--- src/rtl/spsch_consts.svh ---
// Register map, field layout and reset values of the polling scheduler.
`ifndef SPSCH_CONSTS_SVH
`define SPSCH_CONSTS_SVH
// Operation
// Continuous search in constant mode restarts at config A channel 1.
// Software enables continuous search only with constant on/off mode.
// Without active/idle, a new polling cycle starts every master period.
// Active/idle runs active periods, then suppresses idle periods.
// Active/idle skipping works the same in every polling mode.
// Control bit 3 enables continuous search during the on time.
// Control bit 2 enables active/idle period skipping.
// Bits 1:0 pick constant, fast fall back or mixed polling mode.
// Off time is ticks times count; low count byte from register one.
// Off-time count bits 13:8 come from bits 5:0 of register two.
// Counts 1 to 3FFFh give that many ticks; zero gives 16384.
// Active count bits 4:0; 1 to 31 periods, zero means 256.
// Idle count bits 7:0; 1 to 255 periods, zero means 256.
// The run pin is high whenever the receiver is active.
// The run pin may instead carry received data in transparent mode.
// Pin-function bit 0 selects receiver-active (0) or data (1).
// Fast fall back bounds the whole search by the config A on timer.
// Off time counts reference tick pulses from a separate prescaler.
// Control registers are write-only and reset to printed values.

// ----------------------------------------------------------------------
// Register addresses
// ----------------------------------------------------------------------
`define SPSCH_ADDR_PIN_FUNC     8'h03
`define SPSCH_ADDR_MODE_CTRL    8'h07
`define SPSCH_ADDR_REF_TIMER    8'h08
`define SPSCH_ADDR_OFF_LOW      8'h09
`define SPSCH_ADDR_OFF_HIGH     8'h0A
`define SPSCH_ADDR_ACTIVE       8'h0B
`define SPSCH_ADDR_IDLE         8'h0C
`define SPSCH_ADDR_STATUS       8'h0E
// ----------------------------------------------------------------------
// Field positions and reset values
// ----------------------------------------------------------------------
`define SPSCH_BIT_CONT_SEARCH   3
`define SPSCH_BIT_ACTIVE_IDLE   2
`define SPSCH_BIT_PIN_FUNC      0
`define SPSCH_RST_MODE_CTRL     8'h00
`define SPSCH_RST_REF_TIMER     8'h01
`define SPSCH_RST_OFF_LOW       8'h01
`define SPSCH_RST_OFF_HIGH      8'h00
`define SPSCH_RST_ACTIVE        8'h01
`define SPSCH_RST_IDLE          8'h01
`define SPSCH_RST_PIN_FUNC      8'h00
`define SPSCH_OFF_MAX           15'h4000
`define SPSCH_PERIOD_MAX        9'h100
`endif

--- src/rtl/spsch_pkg.sv ---
// Types and shared decoding of the polling scheduler.
package spsch_pkg;

    // Polling mode select codes; code 11b is handled as constant mode.
    typedef enum logic [1:0] {
        SPSCH_MODE_CONST = 2'h0,
        SPSCH_MODE_FAST  = 2'h1,
        SPSCH_MODE_MIXED = 2'h2,
        SPSCH_MODE_RSVD  = 2'h3
    } spsch_mode_t;

    // Scheduler states, one-hot.
    typedef enum logic [3:0] {
        SPSCH_ST_STOP  = 4'h1,
        SPSCH_ST_ON    = 4'h2,
        SPSCH_ST_SLEEP = 4'h4,
        SPSCH_ST_OFF   = 4'h8
    } spsch_state_t;

    // Decoded polling mode control fields.
    typedef struct packed {
        logic        continuous_search_enable;
        logic        active_idle_enable;
        spsch_mode_t polling_mode_select;
    } spsch_ctrl_t;

    // A zero period count stands for the largest count, 256.
    function automatic logic [8:0] spsch_period_len(input logic [7:0] v);
        spsch_period_len = (v == 8'h00) ? 9'h100 : {1'b0, v};
    endfunction : spsch_period_len

endpackage : spsch_pkg

--- src/rtl/spsch_off_timer.sv ---
// Off-time counter driven by reference tick pulses.
`timescale 1ns/1ns
`include "spsch_consts.svh"
module spsch_off_timer
    import spsch_pkg::*;
(
    input  wire logic        clock,
    input  wire logic        rst,
    input  wire logic        start,
    input  wire logic        ref_tick,
    input  wire logic [13:0] off_time_count,
    output logic             done
);
    logic [14:0] remaining;
    logic        running;

    // Load on start; a zero count stands for the full 16384 ticks.
    always_ff @(posedge clock or posedge rst) begin
        if (rst) begin
            remaining <= 15'h0000;
            running   <= 1'b0;
        end else if (start) begin
            remaining <= (off_time_count == 14'h0000) ? `SPSCH_OFF_MAX
                         : {1'b0, off_time_count};
            running   <= 1'b1;
        end else if (running && ref_tick) begin
            remaining <= remaining - 15'h0001;
            running   <= (remaining != 15'h0001);
        end
    end

    // Done pulses on the tick that consumes the last count.
    assign done = running && ref_tick && (remaining == 15'h0001);

endmodule : spsch_off_timer

--- src/rtl/spsch_period_gate.sv ---
// Active and idle master period counter.
`timescale 1ns/1ns
module spsch_period_gate
    import spsch_pkg::*;
(
    input  wire logic       clock,
    input  wire logic       rst,
    input  wire logic       enable,
    input  wire logic       period_end,
    input  wire logic [4:0] active_period_count,
    input  wire logic [7:0] idle_period_count,
    output logic            period_active
);
    logic       idle_phase;
    logic [8:0] left;

    // Count periods in the current phase and flip phase at the end.
    always_ff @(posedge clock or posedge rst) begin
        if (rst) begin
            idle_phase <= 1'b0;
            left       <= 9'h001;
        end else if (!enable) begin
            idle_phase <= 1'b0;
            left       <= spsch_period_len({3'h0, active_period_count});
        end else if (period_end) begin
            if (left == 9'h001) begin
                idle_phase <= !idle_phase;
                left       <= idle_phase
                    ? spsch_period_len({3'h0, active_period_count})
                    : spsch_period_len(idle_period_count);
            end else begin
                left <= left - 9'h001;
            end
        end
    end

    // On the last period end of a phase, show the phase being entered.
    // Otherwise the receiver would wake for one cycle into an idle period.
    assign period_active = !enable
        || ((period_end && (left == 9'h001)) ? idle_phase : !idle_phase);

endmodule : spsch_period_gate

--- src/rtl/spsch_top.sv ---
// Self-polling scheduler of the receiver: registers, sequencing, run pin.
//
// Design decision made here: the address-and-strobe port.
`timescale 1ns/1ns
`include "spsch_consts.svh"
module spsch_top
    import spsch_pkg::*;
(
    input  wire logic       clock,
    input  wire logic       rst,
    // Register port.
    input  wire logic [7:0] reg_addr,
    input  wire logic [7:0] reg_wdata,
    input  wire logic       reg_write,
    input  wire logic       reg_read,
    output logic      [7:0] reg_rdata,
    // Reference tick from the prescaler.
    input  wire logic       ref_tick,
    output logic      [7:0] reference_timer_setting,
    // Self polling run request from chip mode control.
    input  wire logic       polling_run,
    // Search sequencer interface.
    input  wire logic       on_time_done,
    input  wire logic       search_done,
    input  wire logic       config_b_active,
    output logic            period_start,
    output logic            restart_search,
    output logic            on_timer_cfg_b,
    output logic            rx_active,
    // Transparent data and the run pin.
    input  wire logic       rx_data,
    output logic            rx_run_pin
);

    // ------------------------------------------------------------------
    // Register storage
    // ------------------------------------------------------------------

    logic [7:0]   mode_ctrl_reg;
    logic [7:0]   ref_timer_reg;
    logic [7:0]   off_low_reg;
    logic [7:0]   off_high_reg;
    logic [7:0]   active_reg;
    logic [7:0]   idle_reg;
    logic [7:0]   pin_func_reg;
    spsch_ctrl_t  ctrl;
    spsch_state_t state;
    spsch_state_t next_state;
    logic [13:0]  off_time_count;
    logic         off_start;
    logic         off_done;
    logic         period_active;
    logic         search_end;
    logic         stay_on;
    logic         go_sleep;
    logic [7:0]   status;

    // Control registers take their reset values and only software
    // writes change them; no write path exists from the hardware side.
    always_ff @(posedge clock or posedge rst) begin
        if (rst) begin
            mode_ctrl_reg <= `SPSCH_RST_MODE_CTRL;
            ref_timer_reg <= `SPSCH_RST_REF_TIMER;
            off_low_reg   <= `SPSCH_RST_OFF_LOW;
            off_high_reg  <= `SPSCH_RST_OFF_HIGH;
            active_reg    <= `SPSCH_RST_ACTIVE;
            idle_reg      <= `SPSCH_RST_IDLE;
            pin_func_reg  <= `SPSCH_RST_PIN_FUNC;
        end else if (reg_write) begin
            if (reg_addr == `SPSCH_ADDR_MODE_CTRL) begin
                mode_ctrl_reg <= {4'h0, reg_wdata[3:0]};
            end else if (reg_addr == `SPSCH_ADDR_REF_TIMER) begin
                ref_timer_reg <= reg_wdata;
            end else if (reg_addr == `SPSCH_ADDR_OFF_LOW) begin
                off_low_reg <= reg_wdata;
            end else if (reg_addr == `SPSCH_ADDR_OFF_HIGH) begin
                off_high_reg <= {2'h0, reg_wdata[5:0]};
            end else if (reg_addr == `SPSCH_ADDR_ACTIVE) begin
                active_reg <= {3'h0, reg_wdata[4:0]};
            end else if (reg_addr == `SPSCH_ADDR_IDLE) begin
                idle_reg <= reg_wdata;
            end else if (reg_addr == `SPSCH_ADDR_PIN_FUNC) begin
                pin_func_reg <= {7'h00, reg_wdata[0]};
            end
        end
    end

    // ------------------------------------------------------------------
    // Field decoding
    // ------------------------------------------------------------------

    // Mode control fields.
    assign ctrl.continuous_search_enable =
        mode_ctrl_reg[`SPSCH_BIT_CONT_SEARCH];
    assign ctrl.active_idle_enable =
        mode_ctrl_reg[`SPSCH_BIT_ACTIVE_IDLE];
    assign ctrl.polling_mode_select =
        spsch_mode_t'(mode_ctrl_reg[1:0]);

    // Fourteen-bit off-time count split over two registers.
    assign off_time_count = {off_high_reg[5:0],
                             off_low_reg};

    // The prescaler itself lives elsewhere; only its setting goes out.
    assign reference_timer_setting = ref_timer_reg;

    // ------------------------------------------------------------------
    // Register read port
    // ------------------------------------------------------------------

    // Status word: state one-hot, phase, receiver activity.
    assign status = {2'h0, period_active, rx_active, state};

    // Control registers are write-only and read as zero. Only the status
    // word answers, so software can watch the scheduler without a probe.
    always_ff @(posedge clock or posedge rst) begin
        if (rst) begin
            reg_rdata <= 8'h00;
        end else if (reg_read) begin
            if (reg_addr == `SPSCH_ADDR_STATUS) begin
                reg_rdata <= status;
            end else begin
                reg_rdata <= 8'h00;
            end
        end else begin
            reg_rdata <= 8'h00;
        end
    end

    // ------------------------------------------------------------------
    // Timing helpers
    // ------------------------------------------------------------------

    // Off-time counter; it only advances on reference ticks.
    spsch_off_timer u_off_timer (
        .clock          (clock),
        .rst            (rst),
        .start          (off_start),
        .ref_tick       (ref_tick),
        .off_time_count (off_time_count),
        .done           (off_done)
    );

    // Active and idle period bookkeeping. Every master period ends with
    // the off time, so the gate steps there whatever the polling mode.
    spsch_period_gate u_period_gate (
        .clock               (clock),
        .rst                 (rst),
        .enable              (ctrl.active_idle_enable),
        .period_end          (off_done),
        .active_period_count (active_reg[4:0]),
        .idle_period_count   (idle_reg),
        .period_active       (period_active)
    );

    // ------------------------------------------------------------------
    // Search end handling per mode
    // ------------------------------------------------------------------

    // The sequencer reports that its last channel was searched. What
    // happens next depends on the mode; reserved code 11b acts as
    // constant mode so a stray write can never stop the scheduler.
    assign search_end = search_done && period_active;

    // Continuous search only restarts in constant mode; set in another
    // mode it is ignored, since the feature has no meaning there.
    assign stay_on = search_end
        && ctrl.continuous_search_enable
        && ((ctrl.polling_mode_select == SPSCH_MODE_CONST)
            || (ctrl.polling_mode_select == SPSCH_MODE_RSVD));

    // Fast fall back sleeps after the last channel; mixed mode does so
    // only in its config B part, config A there keeps constant timing.
    assign go_sleep = search_end
        && ((ctrl.polling_mode_select == SPSCH_MODE_FAST)
            || ((ctrl.polling_mode_select == SPSCH_MODE_MIXED)
                && config_b_active));

    // ------------------------------------------------------------------
    // Scheduler state machine
    // ------------------------------------------------------------------

    // Next state. On time always ends on the on timer, even after an
    // early sleep, so the master period stays constant.
    always_comb begin
        next_state = state;
        case (state)
            SPSCH_ST_STOP: begin
                if (polling_run) begin
                    next_state = SPSCH_ST_ON;
                end
            end
            SPSCH_ST_ON: begin
                if (!polling_run) begin
                    next_state = SPSCH_ST_STOP;
                end else if (on_time_done) begin
                    next_state = SPSCH_ST_OFF;
                end else if (go_sleep) begin
                    next_state = SPSCH_ST_SLEEP;
                end
            end
            SPSCH_ST_SLEEP: begin
                if (!polling_run) begin
                    next_state = SPSCH_ST_STOP;
                end else if (on_time_done) begin
                    next_state = SPSCH_ST_OFF;
                end
            end
            SPSCH_ST_OFF: begin
                if (!polling_run) begin
                    next_state = SPSCH_ST_STOP;
                end else if (off_done) begin
                    next_state = SPSCH_ST_ON;
                end
            end
            default: begin
                next_state = SPSCH_ST_STOP;
            end
        endcase
    end

    // State register.
    always_ff @(posedge clock or posedge rst) begin
        if (rst) begin
            state <= SPSCH_ST_STOP;
        end else begin
            state <= next_state;
        end
    end

    // The off timer is loaded as the on time ends.
    assign off_start = (state != SPSCH_ST_OFF)
        && (next_state == SPSCH_ST_OFF);

    // ------------------------------------------------------------------
    // Sequencer strobes
    // ------------------------------------------------------------------

    // Period start marks every master period, idle ones included, so the
    // on timer keeps running and idle periods last as long as active.
    always_ff @(posedge clock or posedge rst) begin
        if (rst) begin
            period_start <= 1'b0;
        end else begin
            period_start <= (state != SPSCH_ST_ON)
                && (next_state == SPSCH_ST_ON);
        end
    end

    // Restart at config A channel 1 while the on time still runs.
    always_ff @(posedge clock or posedge rst) begin
        if (rst) begin
            restart_search <= 1'b0;
        end else begin
            restart_search <= (state == SPSCH_ST_ON)
                && (next_state == SPSCH_ST_ON)
                && stay_on;
        end
    end

    // Only mixed mode hands on timing to config B; fast fall back keeps
    // the config A on timer for the whole search.
    always_ff @(posedge clock or posedge rst) begin
        if (rst) begin
            on_timer_cfg_b <= 1'b0;
        end else begin
            on_timer_cfg_b <= (ctrl.polling_mode_select == SPSCH_MODE_MIXED)
                && config_b_active;
        end
    end

    // ------------------------------------------------------------------
    // Receiver activity and run pin
    // ------------------------------------------------------------------

    // Receiver is on in an active period's on phase; an idle period
    // suppresses it though the timing still runs.
    always_ff @(posedge clock or posedge rst) begin
        if (rst) begin
            rx_active <= 1'b0;
        end else begin
            rx_active <= (next_state == SPSCH_ST_ON)
                && period_active;
        end
    end

    // Pin carries activity or, in transparent use, the received data.
    // Registering adds one cycle to the data path but keeps the pin
    // free of decode glitches that could pulse an external amplifier.
    always_ff @(posedge clock or posedge rst) begin
        if (rst) begin
            rx_run_pin <= 1'b0;
        end else if (pin_func_reg[`SPSCH_BIT_PIN_FUNC]) begin
            rx_run_pin <= rx_data;
        end else begin
            rx_run_pin <= rx_active;
        end
    end

endmodule : spsch_top

--- config.mk ---
export PLATFORM = sky130hd
export DESIGN_NAME = spsch_top
export DESIGN_NICKNAME = d
export VERILOG_FILES = /design/src/rtl/spsch_pkg.sv /design/src/rtl/spsch_off_timer.sv /design/src/rtl/spsch_period_gate.sv /design/src/rtl/spsch_top.sv
export VERILOG_INCLUDE_DIRS = /design/src /design/src/rtl
export SDC_FILE = /design/constraint.sdc
export NUM_CORES = 1
export LEC_CHECK = 0
export BUFFER_PORTS_ARGS = -buffer_cell sky130_fd_sc_hd__buf_4
export CORE_AREA = 2 2 87 89
export CTS_CLUSTER_DIAMETER = 120
export DETAILED_ROUTE_END_ITERATION = 6
export DIE_AREA = 0 0 89 91
export GPL_ROUTABILITY_DRIVEN = 0
export PLACE_DENSITY = 0.81
export SLEW_MARGIN = 15
export SYNTH_ARGS = -nofsm -noshare
export SYNTH_HDL_FRONTEND = slang
export SYNTH_SLANG_ARGS = --single-unit
--- constraint.sdc ---
create_clock -name clock -period 3 [get_ports clock]
set_input_delay 0.45 -clock clock [delete_from_list [all_inputs] [get_ports clock]]
set_output_delay 0.45 -clock clock [all_outputs]
set_load 0.02 [all_outputs]
==> Yosys cells after proc, flatten, opt, wreduce, memory -nomap -nowiden <==
Index checks and enable logic that the tools add are counted.
{ "word_totals": {"register_bits": 83, "out_inout_bits": 21} }
{ "op_classes": {"addsub": 2, "n_eq_ne": 24, "muxes": 27, "bitwise_logic": 6, "reduce_logical": 31} }
{ "op_table": {"columns": ["op", "n"], "rows": [
  ["two-way mux 9 bit", 6],
  ["equality test 8 x 4 -> 1 bit (second input constant)", 6],
  ["two-way mux 15 bit", 3],
  ["two-way mux 4 bit", 8],
  ["case mux 4 bit (4 select lines)", 1],
  ["equality test 15 x 1 -> 1 bit (second input constant)", 1],
  ["inequality test 15 x 1 -> 1 bit (second input constant)", 1],
  ["subtractor 15 x 1 -> 15 bit (second input constant)", 1],
  ["logical NOT 14 bit", 1],
  ["logical AND 1 bit", 13],
  ["equality test 9 x 1 -> 1 bit (second input constant)", 1],
  ["subtractor 9 x 1 -> 9 bit (second input constant)", 1],
  ["equality test 4 x 2 -> 1 bit (second input constant)", 2],
  ["equality test 4 bit (second input constant)", 2],
  ["equality test 8 x 2 -> 1 bit (second input constant)", 1],
  ["equality test 8 x 3 -> 1 bit (second input constant)", 1],
  ["logical NOT 8 bit", 1],
  ["two-way mux 8 bit", 1],
  ["AND reduction 8 bit", 1],
  ["two-way mux 1 bit", 7],
  ["AND reduction 7 bit", 1],
  ["two-way mux 6 bit", 1],
  ["inverter 1 bit", 6],
  ["AND reduction 6 bit", 1],
  ["16 further kinds", 22]
]} }

==> Depth between registers and ports, before layout <==
{ "logic_depth": {"depth_word": 14, "ltp_mapped": 8, "depth_no_buf": 7} }

==> Hierarchy <==
From an unflattened synthesis, not the netlist that was laid out.
{ "unflattened": {"cells_unflattened": 374, "area_unflattened_um2": 4134.0} }
{ "modules_own_cells": {"columns": ["mod", "instances", "cells_each", "area_each_um2", "seq_area_each_um2"], "rows": [
  ["spsch_top", 1, 169, 2357.3, 1382.6],
  ["spsch_off_timer", 1, 101, 912.1, 400.4],
  ["spsch_period_gate", 1, 104, 864.6, 251.5]
]} }

==> Worst setup path after synthesis <==
Ideal clock, no wire load.
{ "synth_timing": {"path_kind": "register to register", "start": "register u_period_gate.left[0]", "end": "register state[2]", "arrival_time_ps": 1925, "slack_ps": 985, "stages_incl_launch_ff": 8, "n_path_buf": 1, "path_cell_list": "dfstp_2 -> ha_1 -> nor4b_4 -> nand4_1 -> o211a_1 -> or2_1 -> buf_6 -> o31ai_4"} }
{ "synth_via": {"elab_chain_cells": 10} }
{ "synth_rtl": {"columns": ["element", "line", "rtl"], "rows": [
  ["from (decl)", "spsch_period_gate.sv:15", "logic [8:0] left;"],
  ["from (signal assigned)", "spsch_period_gate.sv:24", "left <= spsch_period_len({3'h0, active_period_count});"],
  ["from (signal assigned)", "spsch_period_gate.sv:28", "left <= idle_phase"],
  ["from (signal assigned)", "spsch_period_gate.sv:32", "left <= left - 9'h001;"],
  ["equality test 9 x 1 -> 1 bit", "spsch_period_gate.sv:40", "|| ((period_end && (left == 9'h001)) ? idle_phase : !idle_phase);"],
  ["logical AND 1 bit", "spsch_period_gate.sv:40", null],
  ["two-way mux 1 bit", "spsch_period_gate.sv:40", null],
  ["logical OR 1 bit", "spsch_period_gate.sv:40", null],
  ["logical AND 1 bit", "spsch_top.sv:163", "assign search_end = search_done && period_active;"],
  ["logical AND 1 bit", "spsch_top.sv:175", "&& ((ctrl.polling_mode_select == SPSCH_MODE_FAST)"],
  ["two-way mux 4 bit", "spsch_top.sv:198", "end else if (go_sleep) begin"],
  ["two-way mux 4 bit", "spsch_top.sv:196", "end else if (on_time_done) begin"],
  ["two-way mux 4 bit", "spsch_top.sv:194", "if (!polling_run) begin"],
  ["case mux 4 bit (4 select lines)", "spsch_top.sv:187", "case (state)"],
  ["via next_state[2]", "spsch_top.sv:48", "spsch_state_t next_state;"],
  ["to (signal assigned)", "spsch_top.sv:227", "state <= next_state;"],
  ["to (decl)", "spsch_top.sv:47", "spsch_state_t state;"]
]} }
The timed path passes the listed nets, and every way through them passes these cells.
A chain may end at the register's enable or synchronous reset.

==> Worst setup path in the final report <==
Same ends and word-level chain as after synthesis.

==> parameters.txt <==
Parameter                              Value

Clock network
  Number of gates given a new drive strength after cts ... 0
  Buffers inserted during post-CTS setup optimization ... 0
  Number of buffers added to fix hold violations after cts ... 0
  Clock buffer count from CTS ... 9
  Max H-tree Level ... 3
  CTS Buffer Depth ... 2
  Clock Root Buffer ... sky130_fd_sc_hd__clkbuf_8
  CTS tree ... built
  Later-pin clock latency in the skew report ... 0.35 ns
  Clk slew on worst S/H paths ... 0.09 ns
  Sinks on Clock Net ... 81

Timing
  Setup TNS ... 0 ns
  Setup Skew ... 0.00701 ns
  Transition at the pin with the smallest max-transition slack ... 0.700 ns
  Unrepaired setup endpoints after global routing ... no
  Achievable frequency ... 458 MHz
  Rel. slew slack ... 53.2%
  Tcrit/Tclk final ... 72.8%
  Number of pins exceeding their max-slew limit in the final report ... 0
  Setup-failing EPs final ... 0
  Final count of hold timing violations ... 0
  Minimum clock period after layout ... 2.18 ns

Setup path
  Data required time at the worst endpoint ... 3.27 ns
  Nature of the critical path endpoint ... flop
  Arrival time worst endpoint ... 2.46 ns
  Worst setup path class ... reg -> reg
  CP Launch Type ... flop
  Maximum fanout encountered on the critical timing path ... 7

Synthesis
  Area share of the leading cell type in the synthesized netlist ... 46.9%
  Mux contribution to synthesized area ... 12.3%
  Gate count after technology mapping ... 365
  Top area cells in the synthesized netlist ... sky130_fd_sc_hd__dfrtp_1, sky130_fd_sc_hd__mux2_2, sky130_fd_sc_hd__dfstp_2
  Area share of xor/xnor cells in the synthesized design ... 3.50%
  Simple-gate area share of the yosys netlist ... 18.7%
  Synthesis Warnings ... 0
  EDFF count, synth ... 0
  Compound-cell area share of the yosys netlist ... 9.65%
  Average cell area after synthesis ... 11.0 sq um
  Number of distinct library cells after synthesis ... 57
  Sequential element share of the synthesized area ... 50.8%
  Adder and majority gate portion of the synthesized area ... 1.87%
  FF+latch count, synth ... 81
  Cell area after synthesis ... 4010 sq um
  Synth area leader ... sky130_fd_sc_hd__dfrtp_1
  Async SR Flop Fraction ... 100%
  Dominant combinational cell family by area after synthesis ... simple AND/OR/NAND/NOR gates
  Most used DFF post-synth ... sky130_fd_sc_hd__dfrtp_1

Routing
  Routed length per instance ... 16.2 microns
  Post-route DRC ... 0
  Via Count ... 2909
  Total Routed Length ... 8340 microns
  ANT nets after route ... 0
  Detailed router's first-iteration violation count ... 136
  Vias per inst ... 5.66
  Number of detailed-route iterations in the first pass ... 4

Run
  Max Cap Viol ... 0

Floorplanning
  Total number of placement rows ... 31
  Overall die width ... 89 microns
  Area of the die ... 8100 sq um
  Top Ports ... 47
  Starting Density ... 56.1%
  Area of the core region ... 7140 sq um
  Die Ht ... 91 microns

Global routing
  First-pass GRT wire length ... 14000 microns
  Final global-route overflow total ... 0
  Number of global-route vias before repair ... 2897
  Largest net degree at the start of global routing ... 35
  Number of antenna violations at the first check in global routing ... 0
  Total routing resource utilization after global routing ... 22.4%

Power
  Leakage power ... 2.11 nW
  Peak supply drop ... 325 uV
  Power density over the cells ... 643 nW/um^2

Final layout
  Commonest cells after routing, fill and taps aside ... sky130_fd_sc_hd__dfrtp_1, sky130_fd_sc_hd__buf_4, sky130_fd_sc_hd__mux2_2, sky130_fd_sc_hd__nor2_1, sky130_fd_sc_hd__nand2_1
  Final core utilization ... 64.4%
  Fraction of final layout cells with drive strength greater than 1 ... 30.6%
  Final design instance area without fill ... 4600 sq um
  Area grow syn2layout ... 14.8%
  Area of the multi-input gates ... 1850 sq um
  Sequential cell area ... 2030 sq um
  Most common library cell in the layout ignoring fill and taps ... sky130_fd_sc_hd__dfrtp_1
  Registers with the most flip-flops ... u_off_timer.remaining: 15 flops, u_period_gate.left: 9 flops
  Antenna diode count ... 0
  Top register by number of flip-flops ... u_off_timer.remaining
  Number of flip-flops under the largest register name ... 15
  Final net count ... 442
  Filler cells ... 572

Placed design
  Cell area after placement ... 4410 sq um
  Sum of net half-perimeters after detailed placement ... 6100 microns
  # port buffers ... 44

Run status
  Result of the run ... finished clean

Hold path
  Path category of the worst min-delay check ... in -> async
## power breakdown
| group | internal, W | leakage [nW] | switching [W] |
|---|---|---|---|
| combinational | 0.000346 | 0.982 | 0.000357 |
| clock | 0.000313 | 0.0844 | 0.000430 |
| sequential | 0.00128 | 1.04 | 0.000227 |
## worst max-delay path, cell delays in order (launching register included)
cell and delay (ns):
sky130_fd_sc_hd__dfstp_2 0.60, sky130_fd_sc_hd__ha_1 0.16, sky130_fd_sc_hd__nor4b_4 0.32, sky130_fd_sc_hd__nand4_1 0.18
sky130_fd_sc_hd__o211a_1 0.25, sky130_fd_sc_hd__or2_1 0.33, sky130_fd_sc_hd__o31ai_4 0.25
## worst paths after layout
path | start | endpoint | slack, ns | cells after the start
setup / recovery | u_period_gate.left[0]$_DFFE_PP1P_ | state[2]$_DFF_PP0_ | 0.82 | 6
hold / removal | rst | u_off_timer.remaining[13]$_DFFE_PP0P_ | 0.13 | 2
setup reg to reg | u_period_gate.left[0]$_DFFE_PP1P_ | state[2]$_DFF_PP0_ | 0.82 | 6
hold reg to reg | reference_timer_setting[5]$_DFFE_PP0P_ | reference_timer_setting[5]$_DFFE_PP0P_ | 0.52 | 1
max in group asynchronous | rst | idle_reg[0]$_DFFE_PP1P_ | 2.10 | 3
min in group clock | polling_run | state[0]$_DFF_PP1_ | 0.28 | 2
## Yosys cell counts (all sizes together) (2+ instances only)
| master | number |
|---|---|
| nor3 | 13 |
| clkbuf | 10 |
| a21oi | 24 |
| and4 | 2 |
| o21a | 2 |
| nor2b | 2 |
| nand2b | 3 |
| o211ai | 4 |
| mux2 | 42 |
| or4 | 2 |
| or2 | 3 |
| nand3 | 7 |
| dfrtp | 75 |
| ha | 6 |
| nor3b | 5 |
| nand4b | 2 |
| and2 | 7 |
| nor4b | 5 |
| nor2 | 38 |
| o31ai | 3 |
| o21ai | 8 |
| mux2i | 2 |
| nand4 | 4 |
| nor4 | 12 |
| buf | 5 |
| dfstp | 6 |
| inv | 11 |
| a31oi | 6 |
| nand2 | 25 |
| xor2 | 2 |
| xnor2 | 14 |
## layout make-up
class                      instances  area share, %
sequential                        81           44.2
clock buffer                       9           2.69
tap                               99           2.69
multi-input combinational        259           40.3
clock inverter                     7           1.31
timing repair buffer              48           7.84
inverter                          11          0.925
## metrics by stage
| step | total power (W) | cells | hold WS [ns] | setup slack (ns) |
|---|---|---|---|---|
| floorplan | 0.00203 | 366 | 0.461 | 0.480 |
| global placement | 0.00219 | 498 | 0.486 | 0.894 |
| detailed placement | 0.00223 | 498 | 0.498 | 0.853 |
| CTS | 0.00297 | 514 | 0.131 | 0.828 |
| global route | 0.00315 | 514 | 0.157 | 0.657 |
| finish | 0.00296 | 514 | 0.130 | 0.816 |
## per-layer routing
layer / vias to the layer above / global-route usage, % / share of wire (%)
li1: 1389 / - / -
met1: 1410 / 31.9 / 46
met2: 102 / 34.6 / 48
met5: - / 0 / 0
met3: 8 / 3.45 / 5.4
met4: 0 / 8.33 / 1.2
## logic make-up (layout without fill, tap and decap cells)
group | Yosys count | count (layout)
and+or+nand+nor | 134 | 134
DFF | 81 | 81
AOI/OAI and AO/OA | 57 | 57
muxes | 44 | 44
buffers and inverters | 26 | 75
xor gates and xnor gates | 16 | 16
adders and majority gates | 6 | 6
other | 1 | 2
Power figures use the tool's default switching activity.
